==> src/rtl/trib_event_map.vh <==
// Event codes, state encodings and event kinds for the event reporter
`ifndef TRIB_EVENT_MAP_VH
`define TRIB_EVENT_MAP_VH
// Octal event codes posted in the response code byte
`define CODE_START_RUN 8'h08
`define CODE_MAINT_ACTIVE 8'h0A
`define CODE_MAINT_HALTED 8'h0C
`define CODE_START_MAINT 8'h0E
`define CODE_POLL_DEAD 8'h12
// Per-tributary protocol states
`define ST_HALTED 3'h0
`define ST_START_INIT 3'h1
`define ST_START_ACK 3'h2
`define ST_RUN 3'h3
`define ST_MAINT 3'h4
`define ST_RESET 3'h0
// Event kinds of the internal event slot
`define EV_START 2'h0
`define EV_MAINT 2'h1
`define EV_POLL_DEAD 2'h2
`endif

==> src/rtl/tributary_protocol_event_reporter.v <==
// Tributary protocol event reporter: state changes and control responses
//
// What this block does
// - Start message in run posts code 010 naming the sender's address.
// - Start message in run halts protocol and returns all held buffers.
// - Maintenance message in run or start-up posts 12, returns, halts.
// - That maintenance case then enters maintenance and drops the message.
// - Maintenance message while halted posts 14, enters maintenance, drops it.
// - Start message in maintenance posts 16 and does nothing else.
// - Control station posts 22 when a tributary's polling goes dead.
// - Polling-dead report is ignored in point-to-point operation.
// - Response carries address byte, buffer address fields and code byte.
// - Halt on host halt command, start in run, or maintenance message in run or start-up.
`timescale 1ns/1ns
`include "trib_event_map.vh"
module tributary_protocol_event_reporter #(
  parameter ADDR_W = 5,
  parameter BUF_W = 22
) (
  // Clock and reset
  input wire ref_clk,
  input wire rst,
  // Station configuration
  input wire controlStation,
  input wire multipoint,
  // Received message events from the line receiver
  input wire startMsgValid,
  input wire maintMsgValid,
  input wire [ADDR_W-1:0] rxTribAddr,
  output reg rxReady,
  output reg msgDiscard,
  // Polling-dead event from the poller
  input wire pollDeadValid,
  input wire [ADDR_W-1:0] pollTribAddr,
  output reg pollReady,
  // Host commands
  input wire hostHaltValid,
  input wire hostStartupValid,
  input wire [ADDR_W-1:0] hostTribAddr,
  output reg hostReady,
  // Start-up sequencer state updates
  input wire seqAckValid,
  input wire seqRunValid,
  input wire [ADDR_W-1:0] seqTribAddr,
  output reg seqReady,
  // Buffer return request to the buffer manager
  output reg bufReturnValid,
  output reg [ADDR_W-1:0] bufReturnTrib,
  input wire bufReturnDone,
  input wire [BUF_W-1:0] bufReturnAddr,
  // Protocol halt strobe
  output reg protoHalt,
  output reg [ADDR_W-1:0] protoHaltTrib,
  // Control response to the host
  output reg respValid,
  output reg [7:0] tributary_address_byte,
  output reg [BUF_W-1:0] respBufAddr,
  output reg [7:0] response_code_byte,
  input wire respReady,
  // Current state of the addressed tributary
  output reg [2:0] tribState
);
  localparam S_IDLE = 3'h0;
  localparam S_READ = 3'h1;
  localparam S_DECIDE = 3'h2;
  localparam S_RETURN = 3'h3;
  localparam S_POST = 3'h4;

  reg [2:0] fsm_q;
  reg [1:0] evKind_q;
  reg [ADDR_W-1:0] evTrib_q;
  reg [7:0] evCode_q;
  reg [2:0] evNext_q;
  reg evRet_q;
  reg evPost_q;
  reg ramWe;
  reg [2:0] ramWd;
  reg [ADDR_W-1:0] ramWa;
  wire [2:0] curState;
  wire pollOk;

  // Running or either start-up state
  function active;
    input [2:0] s;
    begin
      active = (s == `ST_RUN) || (s == `ST_START_INIT) ||
        (s == `ST_START_ACK);
    end
  endfunction

  trib_state_ram #(
    .ADDR_W(ADDR_W)
  ) u_state (
    .ref_clk(ref_clk),
    .rst(rst),
    .rdAddr(evTrib_q),
    .rdData(curState),
    .wrEn(ramWe),
    .wrAddr(ramWa),
    .wrData(ramWd)
  );

  // Dead polling only means something at a multipoint control station
  assign pollOk = controlStation & multipoint;

  // Host and sequencer updates are written when the event slot is idle;
  // received events win the slot to keep line events from being lost.
  always @*
  begin
    ramWe = 1'b0;
    ramWa = evTrib_q;
    ramWd = evNext_q;
    if (fsm_q == S_POST && respValid && respReady)
      ramWe = (evNext_q != curState);
    else if (fsm_q == S_IDLE && !(startMsgValid || maintMsgValid) &&
      !pollDeadValid)
    begin
      if (hostHaltValid)
      begin
        ramWe = 1'b1;
        ramWa = hostTribAddr;
        ramWd = `ST_HALTED;
      end
      else if (hostStartupValid)
      begin
        ramWe = 1'b1;
        ramWa = hostTribAddr;
        ramWd = `ST_START_INIT;
      end
      else if (seqAckValid || seqRunValid)
      begin
        ramWe = 1'b1;
        ramWa = seqTribAddr;
        ramWd = seqRunValid ? `ST_RUN : `ST_START_ACK;
      end
    end
  end

  // Event sequencer: one event in flight, one response at a time
  always @(posedge ref_clk)
  begin
    if (rst)
    begin
      fsm_q <= S_IDLE;
      evKind_q <= `EV_START;
      evTrib_q <= {ADDR_W{1'b0}};
      evCode_q <= 8'h00;
      evNext_q <= `ST_RESET;
      evRet_q <= 1'b0;
      evPost_q <= 1'b0;
      rxReady <= 1'b0;
      msgDiscard <= 1'b0;
      pollReady <= 1'b0;
      hostReady <= 1'b0;
      seqReady <= 1'b0;
      bufReturnValid <= 1'b0;
      bufReturnTrib <= {ADDR_W{1'b0}};
      protoHalt <= 1'b0;
      protoHaltTrib <= {ADDR_W{1'b0}};
      respValid <= 1'b0;
      tributary_address_byte <= 8'h00;
      respBufAddr <= {BUF_W{1'b0}};
      response_code_byte <= 8'h00;
      tribState <= `ST_RESET;
    end
    else
    begin
      rxReady <= 1'b0;
      msgDiscard <= 1'b0;
      pollReady <= 1'b0;
      hostReady <= 1'b0;
      seqReady <= 1'b0;
      protoHalt <= 1'b0;
      case (fsm_q)
        S_IDLE:
        begin
          if (startMsgValid || maintMsgValid)
          begin
            evKind_q <= maintMsgValid ? `EV_MAINT : `EV_START;
            evTrib_q <= rxTribAddr;
            rxReady <= 1'b1;
            fsm_q <= S_READ;
          end
          else if (pollDeadValid)
          begin
            evKind_q <= `EV_POLL_DEAD;
            evTrib_q <= pollTribAddr;
            pollReady <= 1'b1;
            fsm_q <= pollOk ? S_READ : S_IDLE;
          end
          else if (hostHaltValid || hostStartupValid)
          begin
            hostReady <= 1'b1;
            protoHalt <= hostHaltValid;
            protoHaltTrib <= hostTribAddr;
            tribState <= ramWd;
          end
          else if (seqAckValid || seqRunValid)
          begin
            seqReady <= 1'b1;
            tribState <= ramWd;
          end
        end
        S_READ:
          fsm_q <= S_DECIDE; // RAM read latency
        S_DECIDE:
        begin
          tribState <= curState;
          evNext_q <= curState;
          evRet_q <= 1'b0;
          evPost_q <= 1'b0;
          fsm_q <= S_POST;
          case (evKind_q)
            `EV_START:
              if (curState == `ST_RUN)
              begin
                evCode_q <= `CODE_START_RUN;
                evNext_q <= `ST_HALTED;
                evRet_q <= 1'b1;
                evPost_q <= 1'b1;
              end
              else if (curState == `ST_MAINT)
              begin
                evCode_q <= `CODE_START_MAINT;
                evPost_q <= 1'b1;
              end
            `EV_MAINT:
              if (active(curState))
              begin
                evCode_q <= `CODE_MAINT_ACTIVE;
                evNext_q <= `ST_MAINT;
                evRet_q <= 1'b1;
                evPost_q <= 1'b1;
                msgDiscard <= 1'b1;
              end
              else if (curState == `ST_HALTED)
              begin
                evCode_q <= `CODE_MAINT_HALTED;
                evNext_q <= `ST_MAINT;
                evPost_q <= 1'b1;
                msgDiscard <= 1'b1;
              end
            `EV_POLL_DEAD:
            begin
              evCode_q <= `CODE_POLL_DEAD;
              evPost_q <= 1'b1;
            end
            default:
              fsm_q <= S_IDLE;
          endcase
        end
        S_POST:
        begin
          // Halt and buffer return precede the response
          if (evRet_q)
          begin
            protoHalt <= 1'b1;
            protoHaltTrib <= evTrib_q;
            bufReturnValid <= 1'b1;
            bufReturnTrib <= evTrib_q;
            evRet_q <= 1'b0;
            fsm_q <= S_RETURN;
          end
          else if (!evPost_q)
          begin
            fsm_q <= S_IDLE;
          end
          else if (!respValid)
          begin
            respValid <= 1'b1;
            tributary_address_byte <= {{(8-ADDR_W){1'b0}}, evTrib_q};
            response_code_byte <= evCode_q;
          end
          else if (respReady)
          begin
            respValid <= 1'b0;
            tribState <= evNext_q;
            fsm_q <= S_IDLE;
          end
        end
        S_RETURN:
          if (bufReturnDone)
          begin
            bufReturnValid <= 1'b0;
            respBufAddr <= bufReturnAddr;
            fsm_q <= S_POST;
          end
        default:
          fsm_q <= S_IDLE;
      endcase
    end
  end
endmodule // tributary_protocol_event_reporter

==> src/rtl/trib_state_ram.v <==
// Per-tributary protocol state memory with registered read data
`timescale 1ns/1ns
`include "trib_event_map.vh"
module trib_state_ram #(
  parameter ADDR_W = 5
) (
  // Clock and reset
  input wire ref_clk,
  input wire rst,
  // Read port
  input wire [ADDR_W-1:0] rdAddr,
  output reg [2:0] rdData,
  // Write port
  input wire wrEn,
  input wire [ADDR_W-1:0] wrAddr,
  input wire [2:0] wrData
);
  localparam DEPTH = 1 << ADDR_W;
  reg [2:0] mem [0:DEPTH-1];
  reg [ADDR_W:0] clrIdx_q;
  wire clearing;

  // Reset sweeps every entry back to halted, one per cycle
  assign clearing = ~clrIdx_q[ADDR_W];

  // Sweep counter
  always @(posedge ref_clk)
  begin
    if (rst)
      clrIdx_q <= {(ADDR_W+1){1'b0}};
    else if (clearing)
      clrIdx_q <= clrIdx_q + {{ADDR_W{1'b0}}, 1'b1};
  end

  // Write port, sweep takes priority
  always @(posedge ref_clk)
  begin
    if (clearing)
      mem[clrIdx_q[ADDR_W-1:0]] <= `ST_RESET;
    else if (wrEn)
      mem[wrAddr] <= wrData;
  end

  // Registered read; reads halted during the sweep
  always @(posedge ref_clk)
  begin
    if (rst || clearing)
      rdData <= `ST_RESET;
    else
      rdData <= mem[rdAddr];
  end
endmodule // trib_state_ram

==> config.mk <==
export PLATFORM = sky130hd
export DESIGN_NAME = tributary_protocol_event_reporter
export DESIGN_NICKNAME = d
export VERILOG_FILES = /design/src/rtl/tributary_protocol_event_reporter.v /design/src/rtl/trib_state_ram.v
export VERILOG_INCLUDE_DIRS = /design/src /design/src/rtl
export SDC_FILE = /design/constraint.sdc
export NUM_CORES = 1
export LEC_CHECK = 0
export BUFFER_PORTS_ARGS = -buffer_cell sky130_fd_sc_hd__buf_2
export CORE_MARGIN = 3
export CORE_UTILIZATION = 53
export CTS_BUF_LIST = sky130_fd_sc_hd__clkbuf_4
export DETAILED_ROUTE_END_ITERATION = 10
export GPL_TIMING_DRIVEN = 1
export HOLD_SLACK_MARGIN = 0.05
export PLACE_DENSITY = 0.84
export SKIP_CTS_REPAIR_TIMING = 1
export SLEW_MARGIN = 10
export SYNTH_ARGS = -nofsm -noshare
export SYNTH_HDL_FRONTEND = slang
export SYNTH_SLANG_ARGS = --single-unit
==> constraint.sdc <==
create_clock -name ref_clk -period 2.5 [get_ports ref_clk]
set_input_delay 0.5 -clock ref_clk [delete_from_list [all_inputs] [get_ports ref_clk]]
set_output_delay 0.5 -clock ref_clk [all_outputs]
set_load 0.02 [all_outputs]
# Yosys cells after proc, flatten, opt, wreduce, memory -nomap -nowiden
# Memories as Yosys holds them, arrays and structs flattened. A register that Yosys moved wholly into a read port is not among the register bits.
# Cells that the tools add are included.
# classes
add_sub_neg	1
n_eq_ne	26
muxes	84
bitwise_logic	7
n_reduce_logical	38
# ops
cell	count
$mux W3	25
$mux W5	12
$mux W8	4
$mux W1	30
$pmux W8 S3	1
$ne A2 B2 Y1 const B	8
$pmux W3 S5	1
$eq A3 B2 Y1 const B	4
$reduce_and A4 Y1	3
$reduce_or A3 Y1	4
$pmux W5 S2	1
$pmux W3 S3	1
$ne A4 B4 Y1 const B	2
$pmux W1 S2	4
$reduce_and A8 Y1	1
$reduce_bool A2 Y1	4
$add A6 B1 Y6 const B	1
$eq A3 B1 Y1 const B	2
$eq A3 B3 Y1 const B	2
$logic_not A3 Y1	2
$logic_or A1 B1 Y1	6
$mux W6	1
$ne A3 B3 Y1 const B	2
$not A1 Y1	6
other kinds (20)	29
# totals
ff_bits	85
ramBits	96
output_inout_bits	59
word_cells	180
n_memories	1
# memory_table
memory	words	word_bits	read_ports	rd_ports_with_merged_regs	write_ports	line_no	source
u_state.mem	32	3	1	1	1	trib_state_ram.v:19	reg [2:0] mem [0:DEPTH-1];

# Depth between registers and ports, before layout
# depth
ltp_word	11
depth_mapped	8
depth_no_buf	7

# Cells and area by module
# A second synthesis with hierarchy kept.
# hier_totals
cells_unflattened	668
hier_area_um2	7716.2
# modules_own_cells
mod	instances	cells_per_inst	area_per_inst_um2	seq_area_each_um2
trib_state_ram	1	270	4425.5	3062.9
tributary_protocol_event_reporter	1	398	3290.7	1421.4

# Least setup slack after synthesis
# Ideal clock, no wire load.
# synth_timing
path_type	input port to flip-flop
start	input port startMsgValid
end	memory u_state.mem[31][0], enable pin
setup_time_ns	0.345
arrival_ns	2.302
required_time_ns	2.155
path_slack_ns	-0.147
stages	7
path_cell_list	clkbuf_1 -> or3_1 -> nor4_4 -> or2_4 -> buf_12 -> a31oi_4 -> nor3_1
# synth_via
elab_chain_cells	11
word_cells_on_any_way	14
cone_classes	9 x mux; 5 x reduce/logical
# synth_lines
item	line_no	source
start: declaration	tributary_protocol_event_reporter.v:27	input wire startMsgValid,
$logic_or A1 B1 Y1 *	tributary_protocol_event_reporter.v:115	else if (fsm_q == S_IDLE && !(startMsgValid || maintMsgValid) &&
$logic_not A1 Y1 *	tributary_protocol_event_reporter.v:115	
$logic_and A1 B1 Y1 * (2 in series)	tributary_protocol_event_reporter.v:115	
$mux W1	tributary_protocol_event_reporter.v:115	
$mux W1	tributary_protocol_event_reporter.v:113	if (fsm_q == S_POST && respValid && respReady)
$mux W1	trib_state_ram.v:40	else if (wrEn)
$mux W1	trib_state_ram.v:38	if (clearing)
$mux W1 (not written as such)	trib_state_ram.v:41	mem[wrAddr] <= wrData;
$reduce_or A3 Y1 (no source line)	-	
$mux W5 (no source line) / $mux W1 (equally long branches)	-	
end: declaration	trib_state_ram.v:19	
# Every way passes the cells marked *; elsewhere a longest branch is shown, timed or not.

# Worst setup path after layout
# layout_timing
start	register fsm_q[2]
end	memory u_state.mem[20][0], enable pin
# layout_via
elab_chain_cells	10
word_cells_on_any_way	16
cone_classes	1 x eq/ne; 9 x mux; 6 x reduce/logical
# layout_lines
item	line_no	source
start: declaration	tributary_protocol_event_reporter.v:69	reg [2:0] fsm_q;
start signal: assignment	tributary_protocol_event_reporter.v:189	fsm_q <= pollOk ? S_READ : S_IDLE;
$logic_not A3 Y1	tributary_protocol_event_reporter.v:115	
$logic_and A1 B1 Y1 (2 in series)	tributary_protocol_event_reporter.v:115	
$mux W1	tributary_protocol_event_reporter.v:115	
$mux W1	tributary_protocol_event_reporter.v:113	
$mux W1	trib_state_ram.v:40	
$mux W1	trib_state_ram.v:38	
$mux W1 (not written as such)	trib_state_ram.v:41	
$reduce_or A3 Y1 (no source line)	-	
$mux W5 (no source line) / $mux W1 (equally long branches)	-	
# Parallel ways exist; a longest one is shown, timed or not.

==> impl_metrics.py <==
metrics = {
    "run_status": {
        "run_status": "complete, no violations",
    },
    "worst_setup_path": {
        "start_kind": "register",
        "crit_path_frequent_cell": "sky130_fd_sc_hd__buf_4",
        "cp_slowest_stage_delay_ns": 0.44,
        "critical_path.top_delay_family": "simple AND/OR/NAND/NOR gates",
        "r2r-start": "fsm_q[2]",
        "critPathArrivalTime_ns": 2.64,
        "r2r.worst_path.cells": 7,
        "critical_r2r_capture": "u_state.mem[20][0]",
        "required_ns": 2.77,
        "critPathSlowestCell": "sky130_fd_sc_hd__or3_4",
        "timing.critical_path.to_type": "register",
        "rrSetupSlack_ns": 0.13,
        "worstPathMaxFanout": 14,
        "worstPathCellList": "or3_4, o31ai_4, o21a_1, a31oi_1, buf_4, buf_4, nor3_2",
        "worstSetupPathType": "register to register",
        "critical_path_buf_inv_count": 2,
    },
    "logic_synthesis": {
        "synth_top_flop_cell": "sky130_fd_sc_hd__edfxtp_1",
        "syn_inst": 643,
        "synth.lib_cells_used.distinct": 55,
        "syn_area_per_cell_um2": 11.97,
        "synth_seq_cells": 176,
        "synth_edf_count": 96,
        "synth-seq-area-share_pct": 58.26,
        "synth-async-reset-ratio_pct": 0,
        "synth.yosys.warnings": 0,
        "syn_area_um2": 7697,
    },
    "power": {
        "pwr-share-clk_pct": 29.5,
        "peak_supply_drop_mv": 0.4595,
        "netSwitchingFraction_pct": 27.67,
        "comb_power_share_pct": 15.9,
        "seq_power_share_pct": 54.7,
        "cell_internal_pwr_mw": 4.172,
        "power_density_relative_to_cell_area_nw_per_um2": 608.8,
        "netSwitchingPower_mw": 1.596,
        "fin_total_pwr_mw": 5.767,
        "total_leakage_power_nw": 3.694,
    },
    "worst_hold_path": {
        "min-delay-start": "bufReturnAddr[17]",
        "hold_end": "respBufAddr[17]",
        "worstHoldPathType": "input pin to register",
        "timing.hold.worst_path_depth": 3,
    },
    "sta": {
        "worstMarginPinSlew_ns": 0.7305,
        "setup_total_negative_slack_ns": 0,
        "timing.slew.headroom_pct": 51.30,
        "layout_min_cycle_time_ns": 2.374,
        "setup_viol": 0,
        "fmax_mhz": 421.2,
        "timing.final.crit_share_pct": 94.96,
        "maxSlewViolCount": 0,
        "fin_skew_ns": 0.02841,
        "fin_worst_hold_slack_ns": 0.1222,
        "grt_setup_unrepaired": "no",
        "hold_violations": 0,
    },
    "finish": {
        "fillerInstances": 1006,
        "antenna_cells_inserted": 0,
        "drive_gt1_share_pct": 36.84,
        "areaGrowthSynthToFinish_pct": 23.07,
        "post_route_insts_no_fill": 1008,
        "layout.core_utilization_pct": 67.46,
        "nNetsFinal": 877,
    },
    "floorplan": {
        "floorplan.die_area_um2": 16000,
        "initial_util_pct": 54.82,
        "core_area_um2": 14040,
        "ioPinCount": 114,
        "die_height_um": 126.5,
        "die-width_um": 126.5,
        "placement_rows": 43,
    },
    "routing": {
        "drtIter0Drc": 669,
        "antenna_left": 0,
        "drc": 0,
        "wl_met2_um": 9493,
        "top_routing_layer_in_use": "met4",
        "drtPass1Iterations": 6,
        "wl_met1_um": 7890,
        "vias": 5819,
        "drt-total-wl_um": 19120,
        "vias_per_cell": 5.773,
        "routed_wire_length_per_instance_um": 18.97,
        "wl_met3_um": 1151,
    },
    "clocking": {
        "worstSkewPairLatency_ns": 0.59,
        "clock_tree.buffer_depth": 2,
        "path_clk_slew_ns": 0.15,
        "clock_sink_count": 176,
        "cts_tree": "yes",
        "cts_made_buffers": 17,
        "htree_num_levels": 4,
        "cts_root_buffer": "sky130_fd_sc_hd__clkbuf_4",
    },
    "placement": {
        "number_of_i_o_port_buffers": 106,
        "post-place-cells": 976,
        "replace_congestion": 0.9459,
        "dp_hpwl_um": 13680,
    },
    "grt": {
        "globalRouteOverflowTotal": 0,
        "antenna_found_initial": 0,
        "global_route_wire_length_before_repair_um": 30400,
        "pin_count_of_the_biggest_net_entering_global_routing": 48,
        "grt_pass1_vias": 5780,
        "grt_util_all_layers_pct": 24.41,
    },
    "run": {
        "max_cap_viol_count": 0,
    },
}
final cells by class:
cell class	instances	area (um2)	share of cell area [%]
clock buffer	18	135.1	1.426
clock inverter	14	167.7	1.770
inverter	7	26.28	0.2774
multi-input combinational	415	3143	33.18
sequential	176	4488	47.38
tap	180	225.2	2.377
timing repair buffer	198	1287	13.59
power groups by stage:
stage          sequential (mW)  clock (mW)  combinational [mW]
2_1_floorplan             3.22           0               0.531
3_3_place_gp              3.21           0               0.863
3_5_place_dp              3.21           0               0.879
4_1_cts                   3.15        1.72               0.884
5_1_grt                   3.16        1.84               0.984
6_report                  3.15        1.70               0.915
cell families after synthesis:
kind of cell	Yosys count	synth area share (%)
AND/OR/NAND/NOR	223	13.36
buffers and inverters	58	3.657
other	1	0.04872
multiplexers	52	11.64
XOR/XNOR	7	0.7965
AO/OA/AOI/OAI	118	10.97
adder cells (fa/ha/maj)	8	1.268
flip-flops	176	58.26
routing by layer:
| layer | GRT usage [%] | vias up |
|---|---|---|
| met4 | 8.644 | 0 |
| li1 | - | 2723 |
| met3 | 6.105 | 48 |
| met5 | 0 | - |
| met1 | 30.76 | 2823 |
| met2 | 41.19 | 225 |
tightest hold or removal path, stage by stage:
cell and delay, ns:
sky130_fd_sc_hd__buf_2 0.09, sky130_fd_sc_hd__nand2_1 0.04, sky130_fd_sc_hd__a21oi_1 0.05
synth_stat cells (2+ instances only):
master | instances | share of area (%)
sky130_fd_sc_hd__buf_1 | 5 | 0.24
sky130_fd_sc_hd__a211oi_1 | 9 | 0.88
sky130_fd_sc_hd__and3_1 | 4 | 0.33
sky130_fd_sc_hd__nor3b_1 | 3 | 0.29
sky130_fd_sc_hd__and3b_1 | 2 | 0.23
sky130_fd_sc_hd__or2_2 | 2 | 0.16
sky130_fd_sc_hd__nor3_1 | 37 | 2.4
sky130_fd_sc_hd__mux4_2 | 30 | 8.8
sky130_fd_sc_hd__ha_1 | 7 | 1.1
sky130_fd_sc_hd__a31oi_1 | 12 | 0.98
sky130_fd_sc_hd__buf_6 | 2 | 0.29
sky130_fd_sc_hd__a21oi_1 | 43 | 2.8
sky130_fd_sc_hd__buf_2 | 5 | 0.33
sky130_fd_sc_hd__nor4_1 | 5 | 0.41
sky130_fd_sc_hd__mux2i_1 | 22 | 2.9
sky130_fd_sc_hd__nand3_1 | 7 | 0.46
sky130_fd_sc_hd__inv_1 | 7 | 0.34
sky130_fd_sc_hd__o2bb2ai_1 | 4 | 0.46
sky130_fd_sc_hd__clkbuf_1 | 31 | 1.5
sky130_fd_sc_hd__xor2_1 | 6 | 0.68
sky130_fd_sc_hd__edfxtp_1 | 96 | 37
sky130_fd_sc_hd__or3_1 | 2 | 0.16
sky130_fd_sc_hd__nor2b_1 | 5 | 0.41
sky130_fd_sc_hd__nand2b_1 | 4 | 0.33
sky130_fd_sc_hd__a22oi_1 | 5 | 0.49
sky130_fd_sc_hd__buf_4 | 7 | 0.68
sky130_fd_sc_hd__nor4b_1 | 2 | 0.23
sky130_fd_sc_hd__a311oi_1 | 8 | 0.91
sky130_fd_sc_hd__a2bb2oi_1 | 4 | 0.46
sky130_fd_sc_hd__a31oi_4 | 5 | 1.4
sky130_fd_sc_hd__nor2_1 | 68 | 3.3
sky130_fd_sc_hd__dfxtp_1 | 80 | 21
sky130_fd_sc_hd__nand2_1 | 73 | 3.6
sky130_fd_sc_hd__o31ai_1 | 3 | 0.29
sky130_fd_sc_hd__o21ai_0 | 11 | 0.72
sky130_fd_sc_hd__and2_1 | 3 | 0.24
sky130_fd_sc_hd__o21a_1 | 6 | 0.59
how the worst max path moves through the flow:
| stage | depth (start not counted) | from | slack (ns) | end |
|---|---|---|---|---|
| after floorplan | 7 | maintMsgValid | -0.12 | u_state.mem[27][0] |
| after global placement | 9 | maintMsgValid | -0.21 | u_state.mem[8][0] |
| after detailed placement | 8 | startMsgValid | -0.32 | u_state.mem[11][2] |
| after CTS | 6 | fsm_q[2] | -0.11 | u_state.mem[11][1] |
| after global routing | 7 | fsm_q[2] | 0.03 | u_state.mem[7][2] |
| final | 7 | fsm_q[2] | 0.13 | u_state.mem[20][0] |
flip-flops by register name (all words and copies together), names as in the netlist, 4 cells and up:
| name | cells |
|---|---|
| u_state.mem | 96 |
| protoHaltTrib | 5 |
| tributary_address_byte | 5 |
| evCode_q | 4 |
| evTrib_q | 5 |
| bufReturnTrib | 5 |
| response_code_byte | 4 |
| u_state.clrIdx_q | 6 |
| respBufAddr | 22 |
layout by cell type, fill, tap and decap left out, types with 4 or more instances in the layout:
master,n
sky130_fd_sc_hd__xor2_1,6
sky130_fd_sc_hd__nand2b_1,4
sky130_fd_sc_hd__edfxtp_1,96
sky130_fd_sc_hd__o21ai_0,11
sky130_fd_sc_hd__mux4_2,30
sky130_fd_sc_hd__mux2i_1,22
sky130_fd_sc_hd__dfxtp_1,77
sky130_fd_sc_hd__nor2_1,68
sky130_fd_sc_hd__a21oi_1,43
sky130_fd_sc_hd__buf_4,86
sky130_fd_sc_hd__inv_1,7
sky130_fd_sc_hd__conb_1,7
sky130_fd_sc_hd__nor2b_1,5
sky130_fd_sc_hd__o21a_1,6
sky130_fd_sc_hd__a22oi_1,5
sky130_fd_sc_hd__inv_6,6
sky130_fd_sc_hd__ha_1,7
sky130_fd_sc_hd__a31oi_1,11
sky130_fd_sc_hd__a211oi_1,9
sky130_fd_sc_hd__nand2_1,73
sky130_fd_sc_hd__clkbuf_4,18
sky130_fd_sc_hd__buf_2,106
sky130_fd_sc_hd__buf_12,5
sky130_fd_sc_hd__nor4_1,4
sky130_fd_sc_hd__nand3_1,7
sky130_fd_sc_hd__a311oi_1,8
sky130_fd_sc_hd__and3_1,4
sky130_fd_sc_hd__nor3_1,18
sky130_fd_sc_hd__a31oi_4,5
sky130_fd_sc_hd__nor3_2,17
metrics by stage:
stage / instance area (um2) / setup slack, ns
after floorplan: 7795 / -0.1204
after global placement: 9040 / -0.2081
after detailed placement: 9040 / -0.3166
after CTS: 9343 / -0.1147
after global routing: 9473 / 0.02506
final: 9473 / 0.1259
Power figures use the tool's default switching activity.
